**src/rtl/rcs_pkg.sv**
```systemverilog
// Shared constants and types of the reset-cause recorder
package rcs_pkg;

	// Bit positions in the reset-cause status byte
	localparam int unsigned RCS_BIT_POR     = 7;
	localparam int unsigned RCS_BIT_PIN     = 6;
	localparam int unsigned RCS_BIT_WDOG    = 5;
	localparam int unsigned RCS_BIT_ILLEGAL_OPCODE_FLAG    = 4;
	localparam int unsigned RCS_BIT_ILLEGAL_ADDRESS_FLAG    = 3;
	localparam int unsigned RCS_BIT_CLKGEN  = 2;
	localparam int unsigned RCS_BIT_LOWV    = 1;
	localparam int unsigned RCS_BIT_UNUSED  = 0;

	// Status value after power-on: power-on and low-voltage flags
	localparam logic [7:0]  RCS_POR_VALUE   = 8'h82;
	localparam logic [7:0]  RCS_ZERO_BYTE   = 8'h00;

	// Force bit position in the debug forced-reset byte
	localparam int unsigned RCS_BIT_FORCE   = 0;

	// Register addresses in the CPU map
	localparam logic [15:0] RCS_ADDR_STATUS = 16'h1800;
	localparam logic [15:0] RCS_ADDR_DBGRST = 16'h1801;

	// Unpopulated gaps of the memory map
	localparam logic [15:0] RCS_GAP1_LO     = 16'h0470;
	localparam logic [15:0] RCS_GAP1_HI     = 16'h17FF;
	localparam logic [15:0] RCS_GAP2_LO     = 16'h1860;
	localparam logic [15:0] RCS_GAP2_HI     = 16'hBFFF;

	// Default length of the reset pulse issued to the system
	localparam int unsigned RCS_HOLD_DEFAULT = 8;

	typedef enum logic [1:0] {
		RCS_ST_RUN  = 2'b01,
		RCS_ST_HOLD = 2'b10
	} rcs_state_t;

endpackage : rcs_pkg

```
**src/rtl/rcs_addr_check.sv**
```systemverilog
// Illegal-address decoder for CPU accesses
`timescale 1ns/100ps
module rcs_addr_check
	import rcs_pkg::*;
(
	input  wire logic [15:0] addr_i,
	input  wire logic        access_i,
	output logic             illegal_o
);

	logic in_gap1;
	logic in_gap2;

	assign in_gap1 = (addr_i >= RCS_GAP1_LO) && (addr_i <= RCS_GAP1_HI);
	assign in_gap2 = (addr_i >= RCS_GAP2_LO) && (addr_i <= RCS_GAP2_HI);

	// Register regions never flagged
	// Reserved holes inside register pages fall outside both gaps by construction.
	assign illegal_o = access_i && (in_gap1 || in_gap2);

endmodule : rcs_addr_check

```
**src/rtl/rcs_reset_cause.sv**
```systemverilog
// Reset-cause recorder with debug-forced reset
//
// What this block does
// - Seven read-only cause flags, reads harmless
// - Debug-forced reset leaves all flags clear
// - Status write restarts watchdog, flags kept
// - Power-on sets bit 7 and bit 1
// - Low-voltage reset keeps bit 7, sets 1
// - Low-voltage reset needs both enables plus trip
// - Bit 6 for low external reset pin
// - Bit 5 watchdog, blocked when disabled
// - Bit 4 illegal opcode, stop/background included
// - Bit 3 illegal address access resets
// - Memory-to-high-page gap is illegal
// - High-page-to-flash gap is illegal
// - Register-region holes are not illegal
// - Bit 2 for clock-generator reset request
// - Active sources set, inactive ones clear
// - Force byte ignores user writes, reads zero
// - Debug write of 1 forces reset
`timescale 1ns/100ps
module rcs_reset_cause
	import rcs_pkg::*;
#(
	parameter int unsigned HOLD_CYCLES = RCS_HOLD_DEFAULT
)
(
	input  wire logic        mclk_i,
	input  wire logic        srst_i,
	// CPU access port
	input  wire logic [15:0] cpu_addr_i,
	input  wire logic        cpu_rd_i,
	input  wire logic        cpu_wr_i,
	input  wire logic [7:0]  cpu_wdata_i,
	output logic      [7:0]  cpu_rdata_o,
	// Serial background memory-write command, already decoded
	input  wire logic [15:0] dbg_addr_i,
	input  wire logic        dbg_wr_i,
	input  wire logic [7:0]  dbg_wdata_i,
	// Reset sources
	input  wire logic        reset_pin_n_i,
	input  wire logic        watchdog_timeout_i,
	input  wire logic        watchdog_enable_i,
	input  wire logic        opcode_unimpl_i,
	input  wire logic        stop_exec_i,
	input  wire logic        stop_enable_i,
	input  wire logic        background_instruction_exec_i,
	input  wire logic        background_enable_i,
	input  wire logic        clock_gen_reset_i,
	input  wire logic        low_voltage_trip_i,
	input  wire logic        low_voltage_reset_enable_i,
	input  wire logic        low_voltage_sense_enable_i,
	// To the system
	output logic             mcu_reset_o,
	output logic             watchdog_restart_o,
	output logic      [7:0]  reset_cause_status_o
);

	localparam int unsigned HOLD_W = (HOLD_CYCLES > 1) ? $clog2(HOLD_CYCLES + 1) : 1;
	localparam logic [HOLD_W-1:0] HOLD_LAST = HOLD_W'(HOLD_CYCLES - 1);
	localparam logic [HOLD_W-1:0] HOLD_ZERO = '0;

	// Positions of all seven flags; two equal positions collapse into one bit
	localparam logic [7:0] FLAG_MASK = (8'h01 << RCS_BIT_POR) | (8'h01 << RCS_BIT_PIN)
		| (8'h01 << RCS_BIT_WDOG) | (8'h01 << RCS_BIT_ILLEGAL_OPCODE_FLAG) | (8'h01 << RCS_BIT_ILLEGAL_ADDRESS_FLAG)
		| (8'h01 << RCS_BIT_CLKGEN) | (8'h01 << RCS_BIT_LOWV);
	localparam logic [7:0] ZERO_MASK = 8'h01 << RCS_BIT_UNUSED;
	localparam logic [7:0] COLD_MASK = (8'h01 << RCS_BIT_POR) | (8'h01 << RCS_BIT_LOWV);
	localparam bit         STATUS_IN_GAP =
		((RCS_ADDR_STATUS >= RCS_GAP1_LO) && (RCS_ADDR_STATUS <= RCS_GAP1_HI))
		|| ((RCS_ADDR_STATUS >= RCS_GAP2_LO) && (RCS_ADDR_STATUS <= RCS_GAP2_HI));
	localparam bit         FORCE_IN_GAP =
		((RCS_ADDR_DBGRST >= RCS_GAP1_LO) && (RCS_ADDR_DBGRST <= RCS_GAP1_HI))
		|| ((RCS_ADDR_DBGRST >= RCS_GAP2_LO) && (RCS_ADDR_DBGRST <= RCS_GAP2_HI));

	if (HOLD_CYCLES < 1) begin : g_bad_hold
		$error("HOLD_CYCLES must be at least one");
	end

	// Seven distinct flag positions, none on the always-zero bit
	if ((FLAG_MASK & ZERO_MASK) != RCS_ZERO_BYTE) begin : g_bad_zero_bit
		$error("a cause flag sits on the always-zero bit");
	end
	if ((FLAG_MASK | ZERO_MASK) != 8'hFF) begin : g_bad_flag_bits
		$error("cause flag positions collide or leave the byte");
	end

	// The cold-start value must name exactly the power-on and low-voltage flags
	if (RCS_POR_VALUE != COLD_MASK) begin : g_bad_por_value
		$error("power-on status value does not match the flag positions");
	end

	// The force bit must lie inside its byte
	if ((8'h01 << RCS_BIT_FORCE) == RCS_ZERO_BYTE) begin : g_bad_force_bit
		$error("force bit position leaves the byte");
	end

	// Gaps must be ordered ranges, or the decoder silently flags nothing
	if (RCS_GAP1_LO > RCS_GAP1_HI) begin : g_bad_gap1
		$error("first illegal gap is empty");
	end
	if (RCS_GAP2_LO > RCS_GAP2_HI) begin : g_bad_gap2
		$error("second illegal gap is empty");
	end
	if (RCS_GAP1_HI >= RCS_GAP2_LO) begin : g_bad_gap_order
		$error("illegal gaps overlap or are out of order");
	end

	// A register inside a gap would reset the part on every access to it
	if (STATUS_IN_GAP) begin : g_bad_status_addr
		$error("status register lies in an illegal gap");
	end
	if (FORCE_IN_GAP) begin : g_bad_force_addr
		$error("force byte lies in an illegal gap");
	end
	if (RCS_ADDR_STATUS == RCS_ADDR_DBGRST) begin : g_bad_addr_pair
		$error("status register and force byte share one address");
	end

	typedef struct packed {
		rcs_state_t      state;
		logic [HOLD_W-1:0] hold_cnt;
		logic [7:0]      cause;
		logic [7:0]      rdata;
		logic            wd_restart;
	} rcs_regs_t;

	rcs_regs_t regs_reg;
	rcs_regs_t regs_next;

	logic       illegal_addr;
	logic       src_lowv;
	logic       src_wdog;
	logic       src_illegal_opcode_flag;
	logic       src_pin;
	logic       src_force;
	logic       any_src;
	logic [7:0] src_vec;
	logic       user_access;
	logic       status_hit;
	logic       status_wr;
	logic [7:0] cause_new;

	// Accesses are only meaningful while the system runs
	assign user_access = (regs_reg.state == RCS_ST_RUN) && (cpu_rd_i || cpu_wr_i);

	// Status write decode; only taken while the system runs
	assign status_hit = (cpu_addr_i == RCS_ADDR_STATUS);
	assign status_wr  = user_access && cpu_wr_i && status_hit;

	rcs_addr_check u_addr_check (
		.addr_i    (cpu_addr_i),
		.access_i  (user_access),
		.illegal_o (illegal_addr)
	);

	// Both enables and a trip needed
	assign src_lowv = low_voltage_trip_i && low_voltage_reset_enable_i
		&& low_voltage_sense_enable_i;

	assign src_wdog = watchdog_timeout_i && watchdog_enable_i;

	assign src_illegal_opcode_flag = opcode_unimpl_i || (stop_exec_i && !stop_enable_i)
		|| (background_instruction_exec_i && !background_enable_i);

	assign src_pin = !reset_pin_n_i;

	// Only the serial path reaches this
	assign src_force = dbg_wr_i && (dbg_addr_i == RCS_ADDR_DBGRST)
		&& dbg_wdata_i[RCS_BIT_FORCE];

	always_comb begin
		src_vec                 = RCS_ZERO_BYTE;
		src_vec[RCS_BIT_PIN]    = src_pin;
		src_vec[RCS_BIT_WDOG]   = src_wdog;
		src_vec[RCS_BIT_ILLEGAL_OPCODE_FLAG]   = src_illegal_opcode_flag;
		src_vec[RCS_BIT_ILLEGAL_ADDRESS_FLAG]   = illegal_addr;
		src_vec[RCS_BIT_CLKGEN] = clock_gen_reset_i;
		src_vec[RCS_BIT_LOWV]   = src_lowv;
	end

	assign any_src = (src_vec != RCS_ZERO_BYTE) || src_force;

	// One capture cell per status bit, used when a reset starts
	for (genvar b = 0; b < 8; b++) begin : g_cause
		if (b == RCS_BIT_POR) begin : g_por
			// Power-on flag kept on low voltage
			// Any other reset after power-up must not look like a cold start.
			assign cause_new[b] = src_lowv && regs_reg.cause[b];
		end else if (b == RCS_BIT_UNUSED) begin : g_zero
			assign cause_new[b] = 1'b0;
		end else begin : g_flag
			assign cause_new[b] = src_vec[b];
		end
	end

	always_comb begin
		regs_next            = regs_reg;
		regs_next.wd_restart = 1'b0;
		unique case (regs_reg.state)
			RCS_ST_RUN: begin
				if (any_src) begin
					regs_next.state    = RCS_ST_HOLD;
					regs_next.hold_cnt = HOLD_LAST;
					regs_next.cause    = cause_new;
					regs_next.rdata    = RCS_ZERO_BYTE;
				end else begin
					if (cpu_rd_i && (cpu_addr_i == RCS_ADDR_STATUS)) begin
						regs_next.rdata = regs_reg.cause;
					end else begin
						regs_next.rdata = RCS_ZERO_BYTE;
					end
					// User writes to force byte dropped
					// No term here reads cpu_wdata_i for that address.
				end
			end
			RCS_ST_HOLD: begin
				// Sources seen during the pulse are not recorded; a source
				// still active afterwards starts a fresh reset.
				regs_next.rdata = RCS_ZERO_BYTE;
				if (regs_reg.hold_cnt == HOLD_ZERO) begin
					regs_next.state = RCS_ST_RUN;
				end else begin
					regs_next.hold_cnt = regs_reg.hold_cnt - HOLD_W'(1);
				end
			end
		endcase
		// Any status write while the system runs restarts watchdog
		// Also when a reset starts in the same cycle; the written value is dropped.
		if (status_wr) begin
			regs_next.wd_restart = 1'b1;
		end
	end

	always_ff @(posedge mclk_i) begin
		if (srst_i) begin
			regs_reg.state      <= RCS_ST_RUN;
			regs_reg.hold_cnt   <= HOLD_ZERO;
			regs_reg.cause      <= RCS_POR_VALUE;
			regs_reg.rdata      <= RCS_ZERO_BYTE;
			regs_reg.wd_restart <= 1'b0;
		end else begin
			regs_reg <= regs_next;
		end
	end

	assign mcu_reset_o          = (regs_reg.state == RCS_ST_HOLD);
	assign watchdog_restart_o   = regs_reg.wd_restart;
	assign cpu_rdata_o          = regs_reg.rdata;
	assign reset_cause_status_o = regs_reg.cause;

	// Keeps the write data port referenced; its value never matters here.
	logic unused_wdata;
	assign unused_wdata = ^cpu_wdata_i;

endmodule : rcs_reset_cause

```
**config.mk**
```make
export PLATFORM = sky130hd
export DESIGN_NAME = rcs_reset_cause
export DESIGN_NICKNAME = d
export VERILOG_FILES = /design/src/rtl/rcs_pkg.sv /design/src/rtl/rcs_addr_check.sv /design/src/rtl/rcs_reset_cause.sv
export SDC_FILE = /design/constraint.sdc
export NUM_CORES = 1
export LEC_CHECK = 0
export BUFFER_PORTS_ARGS = -buffer_cell sky130_fd_sc_hd__buf_2
export CAP_MARGIN = 20
export CORE_UTILIZATION = 40
export DETAILED_ROUTE_END_ITERATION = 12
export PLACE_DENSITY = 0.78
export SYNTH_ARGS = -nofsm -noshare
export SYNTH_HDL_FRONTEND = slang
export SYNTH_SLANG_ARGS = --single-unit
```
**constraint.sdc**
```tcl
create_clock -name mclk_i -period 2.52 [get_ports mclk_i]
set_input_delay 0.126 -clock mclk_i [delete_from_list [all_inputs] [get_ports mclk_i]]
set_output_delay 0.126 -clock mclk_i [all_outputs]
set_load 0.005 [all_outputs]
```
# After elaboration in Yosys (flattened, before gate mapping)
# Cells that the tools add are included.
dict set report op_classes {
  n_addsub 1
  n_lt_le_gt_ge 4
  n_eq_ne 7
  n_mux 8
  n_reduce_logical 28
}
# cell n
set op_table {}
lappend op_table {{== test 16 x 13 -> 1 bit, second input constant} 2}
lappend op_table {{>= comparator 16 x 11 -> 1 bit, second input constant} 1}
lappend op_table {{>= comparator 16 x 13 -> 1 bit, second input constant} 1}
lappend op_table {{less-or-equal comparator 16 x 13 -> 1 bit, second input constant} 1}
lappend op_table {{less-or-equal comparator 16 bit, second input constant} 1}
lappend op_table {{two-way mux 8 bit} 2}
lappend op_table {{case mux 8 bit (2 select lines)} 1}
lappend op_table {{logical AND 1 bit} 15}
lappend op_table {{two-way mux 14 bit} 1}
lappend op_table {{case mux 6 bit (2 select lines)} 1}
lappend op_table {{nonzero test 8 bit} 1}
lappend op_table {{AND reduction 2 bit} 3}
lappend op_table {{logical OR 1 bit} 5}
lappend op_table {{logical NOT 4 bit} 1}
lappend op_table {{two-way mux 4 bit} 1}
lappend op_table {{!= test 2 bit, second input constant} 2}
lappend op_table {{subtractor 4 x 1 -> 4 bit, second input constant} 1}
lappend op_table {{logical NOT 1 bit} 3}
lappend op_table {{== test 2 x 1 -> 1 bit, second input constant} 1}
lappend op_table {{== test 2 bit, second input constant} 1}
lappend op_table {{two-way mux 2 bit} 1}
lappend op_table {{!= test 2 x 1 -> 1 bit, second input constant} 1}
lappend op_table {{two-way mux 1 bit} 1}
dict set report totals {
  regBits 22
  inputBits 65
  word_cells 53
}

# Depth between registers and ports, before layout
# Gate-level depths: netlist of the first run.
dict set report logic_depth {
  word_depth 8
  depth_mapped 8
  ltp_nobuf 7
}

# Cells and area by module
# A second synthesis of the first run with hierarchy kept.
dict set report hier_totals {
  cells_unflattened 129
  hier_area_um2 1122.3
}
# mod n_inst cells_each area_per_inst_um2 seq_area_each_um2
set by_module_without_submodules {}
lappend by_module_without_submodules {rcs_reset_cause 1 119 1047.3 420.4}
lappend by_module_without_submodules {rcs_addr_check 1 10 75.1 0.0}

# Least setup slack after synthesis of the first run
# OpenSTA, ideal clock, no wires.
dict set report synth_path {
  path_kind {reg2reg}
  startpoint {reg regs_reg[22] (netlist name)}
  endpoint {reg regs_reg, in the netlist cpu_rdata_o[1]}
  setup_time_ns 0.115
  arrival_time_ns 1.717
  slack_ns 0.688
  stages_incl_launch_ff 9
  synth_period_minus_slack_ns 1.832
  cell_sequence {dfxtp_1 > nand2b_1 > buf_2 > a211oi_1 > o31ai_4 > and3_1 > buf_6 > and4_4 > and2_1}
}
dict set report synth_via {
  elab_chain_len 7
  word_cells_on_any_way 8
  classes_between {2 x eq/ne; 2 x mux; 4 x reduce/logical}
}
# item line_no
set synth_lines {}
lappend synth_lines {{start: declaration} rcs_reset_cause.sv:128} ;# rcs_regs_t regs_reg;
lappend synth_lines {{start signal: assignment} rcs_reset_cause.sv:243} ;# regs_reg <= regs_next;
lappend synth_lines {{== test 2 x 1 -> 1 bit} {rcs_reset_cause.sv:145, rcs_reset_cause.sv:200}}
lappend synth_lines {{logical AND 1 bit} rcs_reset_cause.sv:145} ;# assign user_access = (regs_reg.state == RCS_ST_RUN) && (cpu_rd_i || cpu_wr_i);
lappend synth_lines {{logical AND 1 bit} rcs_addr_check.sv:19} ;# assign illegal_o = access_i && (in_gap1 || in_gap2);
lappend synth_lines {{nonzero test 8 bit} rcs_reset_cause.sv:182} ;# assign any_src = (src_vec != RCS_ZERO_BYTE) || src_force;
lappend synth_lines {{logical OR 1 bit} rcs_reset_cause.sv:182}
lappend synth_lines {{two-way mux 8 bit} rcs_reset_cause.sv:202} ;# if (any_src) begin
lappend synth_lines {{case mux 8 bit (2 select lines) *} rcs_reset_cause.sv:200} ;# unique case (regs_reg.state)
# Mark *: on every way between the ends. The rest lies on a longest branch, timed or not.
# A chain may end at the register's enable or synchronous reset.

# Worst setup path in the final report of the first run
dict set report layout_path {
  startpoint {reg regs_reg[22] (netlist name)}
  endpoint {reg regs_reg, in the netlist cpu_rdata_o[7]}
}
# The elaborated chain is that of the path after synthesis.

==> results of run 1 <==
what timing repair did:
| action | 4_1_cts | 5_1_grt |
|---|---|---|
| hold buffers | 1 | 0 |
| gates resized for setup | 0 | 0 |
| hold endpoints to repair | 1 | 0 |
cell families after synthesis:
family | after synthesis | synth area share (%)
AOI/OAI and AO/OA | 29 | 20.02
xor gates and xnor gates | 1 | 0.7417
adders and majority gates | 1 | 1.059
buffers and inverters | 26 | 14.09
DFF | 21 | 35.59
muxes | 1 | 0.8475
other | 1 | 0.3175
and+or+nand+nor | 49 | 27.33
cell type report:
class	count	area share (%)
clock buffers	3	1.557
clock inverters	1	0.3460
inverters	7	1.817
multi-input cells	83	41.35
flip-flops and latches	21	29.07
well taps	31	2.682
repair buffers	66	23.18
stage by stage:
| stage | worst slack, ns | utilization, % | hold WS, ns | instances | area, um2 |
|---|---|---|---|---|---|
| after detailed placement | 0.4611 | 50.65 | 0.3375 | 207 | 1409 |
| after global routing | 0.3143 | 52.00 | 0.04009 | 212 | 1446 |
| after CTS | 0.4423 | 52.00 | 0.04488 | 212 | 1446 |
| after global placement | 0.5391 | 50.65 | 0.3285 | 207 | 1409 |
| after floorplan | 0.6883 | - | 0.2216 | 130 | 1185 |
| final | 0.4476 | 52.00 | 0.05962 | 212 | 1446 |
worst register-to-register path, cell delays in order (launching register included):
cell,delay (ns)
dfxtp_1,0.34
nand2b_1,0.29
a211oi_1,0.46
o31ai_4,0.20
and3_1,0.29
and4_4,0.25
and2_1,0.15
worst max path at each step:
stage	start	endpoint	slack, ns
detailed placement	regs_reg[22]$_SDFFE_PP0P_	cpu_rdata_o[7]$_SDFF_PP0_	0.46
CTS	regs_reg[22]$_SDFFE_PP0P_	cpu_rdata_o[7]$_SDFF_PP0_	0.44
global placement	regs_reg[22]$_SDFFE_PP0P_	cpu_rdata_o[7]$_SDFF_PP0_	0.54
finish	regs_reg[22]$_SDFFE_PP0P_	cpu_rdata_o[7]$_SDFF_PP0_	0.45
global route	regs_reg[22]$_SDFFE_PP0P_	cpu_rdata_o[7]$_SDFF_PP0_	0.31
floorplan	regs_reg[22]$_SDFFE_PP0P_	cpu_rdata_o[1]$_SDFF_PP0_	0.69
synthesized netlist by cell type, types with 2 or more instances:
| master | number |
|---|---|
| nor4_1 | 2 |
| nor4b_1 | 2 |
| inv_1 | 6 |
| nor3_1 | 3 |
| o21ai_1 | 6 |
| a211oi_1 | 3 |
| nand3_1 | 5 |
| buf_4 | 16 |
| o31ai_1 | 2 |
| and3_1 | 3 |
| nand2_1 | 7 |
| and2_1 | 8 |
| nor2_1 | 7 |
| dfxtp_1 | 21 |
| nand2b_1 | 2 |
| a21oi_1 | 4 |
layer usage:
layer  vias to the layer above  routed length (um)  GRT usage, %
met2                        41                1279         30.44
li1                        556                   -             -
met5                         -                   0             0
met1                       495                 988         17.24
met4                         0                  12         4.530
met3                         4                 140         4.839
report_power, final:
group | internal [mW] | switching, mW
registers | 0.352 | 0.0123
clock network | 0.0593 | 0.102
logic | 0.0739 | 0.0725
==> qor.txt, run 1 <==
RSZ-0062 raised after global routing -> false
first-pass GRT wire length -> 4.146 mm
total power -> 0.6718 mW
TritonCTS Sinks -> 21
grt ovf -> 0
worst skew pair latency -> 0.31 ns
total wire length -> 2.420 mm
Post CTS Setup Buffer Count -> 0
status -> finished, final reports clean
asr flop ratio synth -> 0%
Setup violations, final -> 0
largest cells by area after synthesis -> dfxtp_1, buf_4, and2_1
Final TNS setup -> 0 ns
Vert. Die Dim -> 56.34 um
gpl congestion -> 0.7951
layout cells sized above 1 -> 43.65%
most frequent cells in the layout -> buf_2, dfxtp_1, and2_1
vias in the first global route -> 1,026
drt pass-1 iters -> 4
#FFs+latches synth -> 21
R2R depth -> 6
pins over their slew limit -> 0
largest net degree at the start of global routing -> 14
critical path buffer and inverter count -> 0
crit path DAT -> 2.28 ns
Crit Path Class -> reg -> reg
Die ar. -> 0.003174 mm2
Ant. Diodes -> 0
core area -> 0.002781 mm2
Post-synth EDFFs -> 0
ANT nets after route -> 0
largest area contributor in the netlist -> dfxtp_1
top-level I/O count -> 83
Lkg Pwr -> 0.6953 nW
DR vias -> 1,096
Setup crit end kind -> flip-flop
Hold WC Path Type -> in -> reg
crit-path cells -> nand2b_1, a211oi_1, o31ai_4, and3_1, and4_4, and2_1
CTS tree -> yes
most common cell after layout, fill and taps aside -> buf_2
Worst path max stage delay -> 0.46 ns
Pwr Density -> 464.5 mW/mm2
Initial Util -> 42.47%
row cnt -> 19
Post-Syn Instances -> 129
Layout area overhead -> 22.46%
Global Route Usage Sum -> 16.16%
initial antenna violation count -> 0
htree depth -> 1
R2R Path End -> cpu_rdata_o[7]$_SDFF_PP0_
Root Buffer -> clkbuf_4
Filler cells -> 275
maximum clock rate -> 0.4825 GHz
DR vias/cell -> 5.170
final worst path period share -> 82.24%
R2R Setup Slk -> 0.45 ns
Worst-path clk slew -> 0.11 ns
DRT iter0 DRCs -> 11
crit path max fanout -> 9
final hold viol count -> 0
post-synthesis cell type count -> 48
TritonCTS Buffers -> 3
Layout Nets -> 248
average wire per standard cell -> 11.42 um
syn avg cell area -> 9.156 um2
synthesized area -> 0.001181 mm2
Min-Delay Path Depth -> 3
Required @ worst endpoint -> 2.73 ns
die width -> 56.34 um
Tmin final -> 2.072 ns
number of max-cap violations -> 0
Worst Setup Start Kind -> flip-flop
Worst IR Drop VDD -> 378.4 uV
delay-heaviest family, CP -> simple AND/OR/NAND/NOR gates
yosys warns -> 0
top cell type's share of synthesized area -> 35.59%
r2r startpoint -> regs_reg[22]$_SDFFE_PP0P_
Relative slew margins -> 62.84%
clock skew -> 0.002674 ns
most common flop cell mapped by yosys -> dfxtp_1
HPWL Detailed -> 2.014 mm
multi-input combinational cell area -> 598.1 um2
Hold Crit Endpoint -> reset_cause_status_o[2]$_SDFFE_PP0P_
post-synthesis sequential area ratio -> 35.59%
Worst-Margin Slew -> 0.5497 ns
CTS max path bufs -> 2
HP Start -> clock_gen_reset_i
critical path depth -> 6
input/output buffers -> 65
DRC -> 0
Register Area -> 420.4 um2
slowest CP cell -> a211oi_1
No activity file was read; power rests on OpenSTA's default activity.
==> run 2: changes to the inputs <==
- CORE_UTILIZATION: 40 -> 37
- PLACE_DENSITY: 0.78 -> 0.76
- clock period: 2.52 -> 1.7 ns (I/O delays scaled with it)
==> qor.txt, run 2 (synthesis gave the netlist of run 1 again) <==
HPWL Detailed -> 2.157 mm
htree depth -> 1
switching part of the total -> 28.37%
Filler cells -> 309
DR vias/cell -> 4.769
Setup crit end kind -> flip-flop
Setup violations, final -> 0
final hold viol count -> 0
Vert. Die Dim -> 58.50 um
hold_ws -> 0.03361 ns
clock skew -> 0.004081 ns
Required @ worst endpoint -> 1.92 ns
Worst Setup Start Kind -> flip-flop
DR vias -> 1,154
Crit Path Class -> reg -> reg
Logic pwr share -> 24.6%
grt ovf -> 0
TritonCTS Buffers -> 3
initial antenna violation count -> 0
die width -> 58.50 um
core area -> 0.003053 mm2
Layout area overhead -> 37.92%
top-level I/O count -> 83
Final Cell Area -> 0.001629 mm2
CTS max path bufs -> 2
pins over their slew limit -> 0
Pwr Density -> 641.9 mW/mm2
final setup margin -> 0.09340 ns
net switching power figure -> 0.2967 mW
final worst path period share -> 94.51%
number of max-cap violations -> 0
vias in the first global route -> 1,074
Core Util, Final -> 53.36%
R2R depth -> 7
input/output buffers -> 65
fin cells -> 242
gpl congestion -> 0.8477
Lkg Pwr -> 0.7838 nW
Global Route Usage Sum -> 16.30%
Min-Delay Path Depth -> 3
most common cell after layout, fill and taps aside -> buf_2
Root Buffer -> clkbuf_4
Die ar. -> 0.003422 mm2
layout cells sized above 1 -> 50.00%
Worst IR Drop VDD -> 468.0 uV
Hold WC Path Type -> in -> reg
worst slack, placed -> -0.1297 ns
Placed Cells -> 235
maximum clock rate -> 0.6224 GHz
Layout Nets -> 265
RSZ-0062 raised after global routing -> false
drt pass-1 iters -> 4
ANT nets after route -> 0
Post CTS Setup Buffer Count -> 0
status -> finished, final reports clean
Tmin final -> 1.607 ns
first-pass GRT wire length -> 4.291 mm
Initial Util -> 38.69%
Ant. Diodes -> 0
CTS tree -> yes
Worst-path clk slew -> 0.12 ns
P_int -> 0.7490 mW
crit path max fanout -> 6
Post-DP Area -> 0.001543 mm2
average wire per standard cell -> 10.80 um
total wire length -> 2.614 mm
crit path DAT -> 1.83 ns
row cnt -> 20
most frequent cells in the layout -> buf_2, dfxtp_1, buf_4
largest net degree at the start of global routing -> 13
TritonCTS Sinks -> 21
worst skew pair latency -> 0.31 ns
DRT iter0 DRCs -> 10
DRC -> 0
Clock Power Share -> 23.6%
sequential power share -> 51.8%
## run 2: changes by cell type in the layout (fill, tap and decap cells not counted)
| cell | change |
|---|---|
| buf_4 | +15 |
| nor2_2 | +1 |
| and3_1 | -1 |
| nand2b_4 | +1 |
| a211oi_1 | -2 |
| nor2_1 | -1 |
| dlygate4sd3_1 | +2 |
| a31oi_4 | +1 |
| a211oi_2 | +2 |
| and3_4 | +1 |
| nand2b_1 | -1 |
| a31oi_2 | -1 |
## run 2: through the flow
step / TNS [ns] / power [mW]
floorplan: 0 / 0.6882
detailed placement: -1.631 / 0.7953
finish: 0 / 1.046
global route: 0 / 1.104
global placement: -1.387 / 0.7912
CTS: 0 / 1.036
## run 2: power by group through the flow
stage	Clock (mW)	Combinational [mW]	Sequential (mW)
global placement	0	0.240	0.551
finish	0.247	0.257	0.542
floorplan	0	0.142	0.547
global route	0.273	0.285	0.546
CTS	0.248	0.246	0.541
detailed placement	0	0.244	0.551
## run 2: cell type report
| type | count | area (um2) | share of cell area [%] |
|---|---|---|---|
| Clock buffer | 3 | 22.52 | 1.382 |
| Clock inverter | 1 | 5.005 | 0.3072 |
| Inverter | 7 | 26.28 | 1.613 |
| Multi-Input combinational cell | 83 | 631.9 | 38.79 |
| Sequential cell | 21 | 420.4 | 25.81 |
| Tap cell | 44 | 55.05 | 3.379 |
| Timing Repair Buffer | 83 | 467.9 | 28.73 |
## run 2: critical path, stage by stage (launching register included)
cell	delay, ns
dfxtp_1	0.33
nand2b_4	0.15
a211oi_2	0.27
o31ai_4	0.16
buf_4	0.17
a31oi_4	0.18
nand2_1	0.08
a21o_1	0.17
## run 2: repair_timing
action | in CTS | in global routing
gates resized for setup | 0 | 6
endpoints found under the setup margin | 0 | 12
hold buffers | 1 | 2
hold endpoints to repair | 1 | 2
## run 2: worst paths after layout
path	from	end	slack (ns)
worst max-delay path	regs_reg[22]$_SDFFE_PP0P_	reset_cause_status_o[7]$_SDFFE_PP1P_	0.09
worst min-delay path	watchdog_enable_i	reset_cause_status_o[5]$_SDFFE_PP0P_	0.03
worst max register to register	regs_reg[22]$_SDFFE_PP0P_	reset_cause_status_o[7]$_SDFFE_PP1P_	0.09
worst min register to register	reset_cause_status_o[7]$_SDFFE_PP1P_	reset_cause_status_o[7]$_SDFFE_PP1P_	0.50
## run 2: routing by layer
layer,up-vias,GRT usage (%),wire (um)
li1,588,-,-
met1,518,16.94,1106
met2,42,31.36,1325
met3,6,5.495,149
met4,0,3.741,33
met5,-,0,0
==> run 3: changes to the inputs <==
- CORE_UTILIZATION: 37 -> 44
- PLACE_DENSITY: 0.76 -> 0.85
- clock period: 1.7 -> 2.05 ns (I/O delays scaled with it)
==> qor.txt, run 3 (synthesis gave the netlist of run 1 again) <==
htree depth -> 1
Hold WC Path Type -> in -> reg
largest net degree at the start of global routing -> 14
Worst IR Drop VDD -> 460.3 uV
input/output buffers -> 65
row cnt -> 18
crit-path cells -> nand2b_1, a211oi_1, o31ai_4, buf_4, a31oi_4, o21ai_1, a32o_1
maximum clock rate -> 0.5257 GHz
Setup crit end kind -> flip-flop
R2R depth -> 7
Final TNS setup -> 0 ns
DR vias/cell -> 5.244
most common cell after layout, fill and taps aside -> buf_2
Relative slew margins -> 66.07%
top-level I/O count -> 83
most frequent cells in the layout -> buf_2, dfxtp_1, and2_1
Layout area overhead -> 23.62%
CTS tree -> yes
Die ar. -> 0.002896 mm2
initial antenna violation count -> 0
delay-heaviest family, CP -> compound AO/OA/AOI/OAI gates
Vert. Die Dim -> 53.81 um
Setup violations, final -> 0
R2R Setup Slk -> 0.15 ns
final setup margin -> 0.1479 ns
layout cells sized above 1 -> 44.26%
critical path buffer and inverter count -> 1
DR vias -> 1,117
Root Buffer -> clkbuf_4
Worst path max stage delay -> 0.39 ns
ANT nets after route -> 0
average wire per standard cell -> 12.23 um
TritonCTS Sinks -> 21
Global Route Usage Sum -> 18.61%
Pwr Density -> 571.2 mW/mm2
slowest CP cell -> a211oi_1
Ant. Diodes -> 0
worst skew pair latency -> 0.30 ns
Worst-Margin Slew -> 0.5019 ns
Core Util, Final -> 58.41%
Crit Path Class -> reg -> reg
Min-Delay Path Depth -> 3
vias in the first global route -> 1,060
Worst-path clk slew -> 0.11 ns
critical path depth -> 7
pins over their slew limit -> 0
status -> finished, final reports clean
worst slack, placed -> 0.1400 ns
die width -> 53.81 um
CTS resizes -> 0
crit path max fanout -> 7
drt pass-1 iters -> 4
gpl congestion -> 0.7842
grt ovf -> 0
total wire length -> 2.604 mm
core area -> 0.002500 mm2
final hold viol count -> 0
CTS max path bufs -> 2
final worst path period share -> 92.79%
RSZ-0062 raised after global routing -> false
TritonCTS Buffers -> 3
Post CTS Setup Buffer Count -> 0
number of max-cap violations -> 0
Initial Util -> 47.25%
clock skew -> 0.004794 ns
crit path DAT -> 2.11 ns
Worst Setup Start Kind -> flip-flop
first-pass GRT wire length -> 3.960 mm
HPWL Detailed -> 2.209 mm
Layout Nets -> 250
DRT iter0 DRCs -> 22
Lkg Pwr -> 0.7042 nW
Tmin final -> 1.902 ns
Required @ worst endpoint -> 2.25 ns
DRC -> 0
## run 3: cell types whose count changed in the layout (fill, tap and decap cells not counted), sizes merged
cell,delta
buf,-13
dlygate4sd3,-2
## run 3: metal layers
| layer | track usage (%) | vias up | routed length, um |
|---|---|---|---|
| li1 | - | 558 | - |
| met1 | 17.72 | 511 | 947 |
| met2 | 35.60 | 46 | 1483 |
| met3 | 5.932 | 2 | 158 |
| met4 | 8.333 | 0 | 14 |
| met5 | 0 | - | 0 |
## run 3: what timing repair did
item / in CTS / in global routing
hold endpoints to repair: 1 / 0
endpoints found under the setup margin: 0 / 0
hold buffers: 1 / 0
## run 3: final cells by class
| cell class | count | area (um2) |
|---|---|---|
| clock buffers | 3 | 22.52 |
| clock inverters | 1 | 5.005 |
| fillers | 223 | 1040 |
| inverters | 7 | 26.28 |
| multi-input cells | 83 | 598.1 |
| flip-flops and latches | 21 | 420.4 |
| well taps | 30 | 37.54 |
| repair buffers | 68 | 350.3 |
## run 3: final timing paths
| path | end | from |
|---|---|---|
| setup / recovery | regs_reg[19]$_SDFFE_PP0P_ | regs_reg[22]$_SDFFE_PP0P_ |
| hold / removal | reset_cause_status_o[2]$_SDFFE_PP0P_ | clock_gen_reset_i |
| setup reg to reg | regs_reg[19]$_SDFFE_PP0P_ | regs_reg[22]$_SDFFE_PP0P_ |
| hold reg to reg | cpu_rdata_o[3]$_SDFF_PP0_ | reset_cause_status_o[3]$_SDFFE_PP0P_ |
## run 3: worst reg2reg max path, cell delays in order (launching register included)
cell and delay (ns):
dfxtp_1 0.34, nand2b_1 0.16, a211oi_1 0.39, o31ai_4 0.14, buf_4 0.19, a31oi_4 0.21, o21ai_1 0.11, a32o_1 0.27
## run 3: power breakdown
group	leakage (nW)	internal (mW)	total, mW	switching (mW)
clock	0.0177	0.0728	0.196	0.124
sequential	0.172	0.432	0.449	0.0165
combinational	0.514	0.0946	0.189	0.0942
## run 3: stage by stage
step / power [mW] / hold slack [ns] / instances / area [um2]
finish: 0.8341 / 0.03731 / 213 / 1460
global route: 0.8815 / 0.02744 / 213 / 1460
CTS: 0.8382 / 0.02894 / 213 / 1460
detailed placement: 0.6439 / 0.3140 / 208 / 1423
global placement: 0.6303 / 0.2989 / 208 / 1423
floorplan: 0.5699 / 0.1981 / 130 / 1185
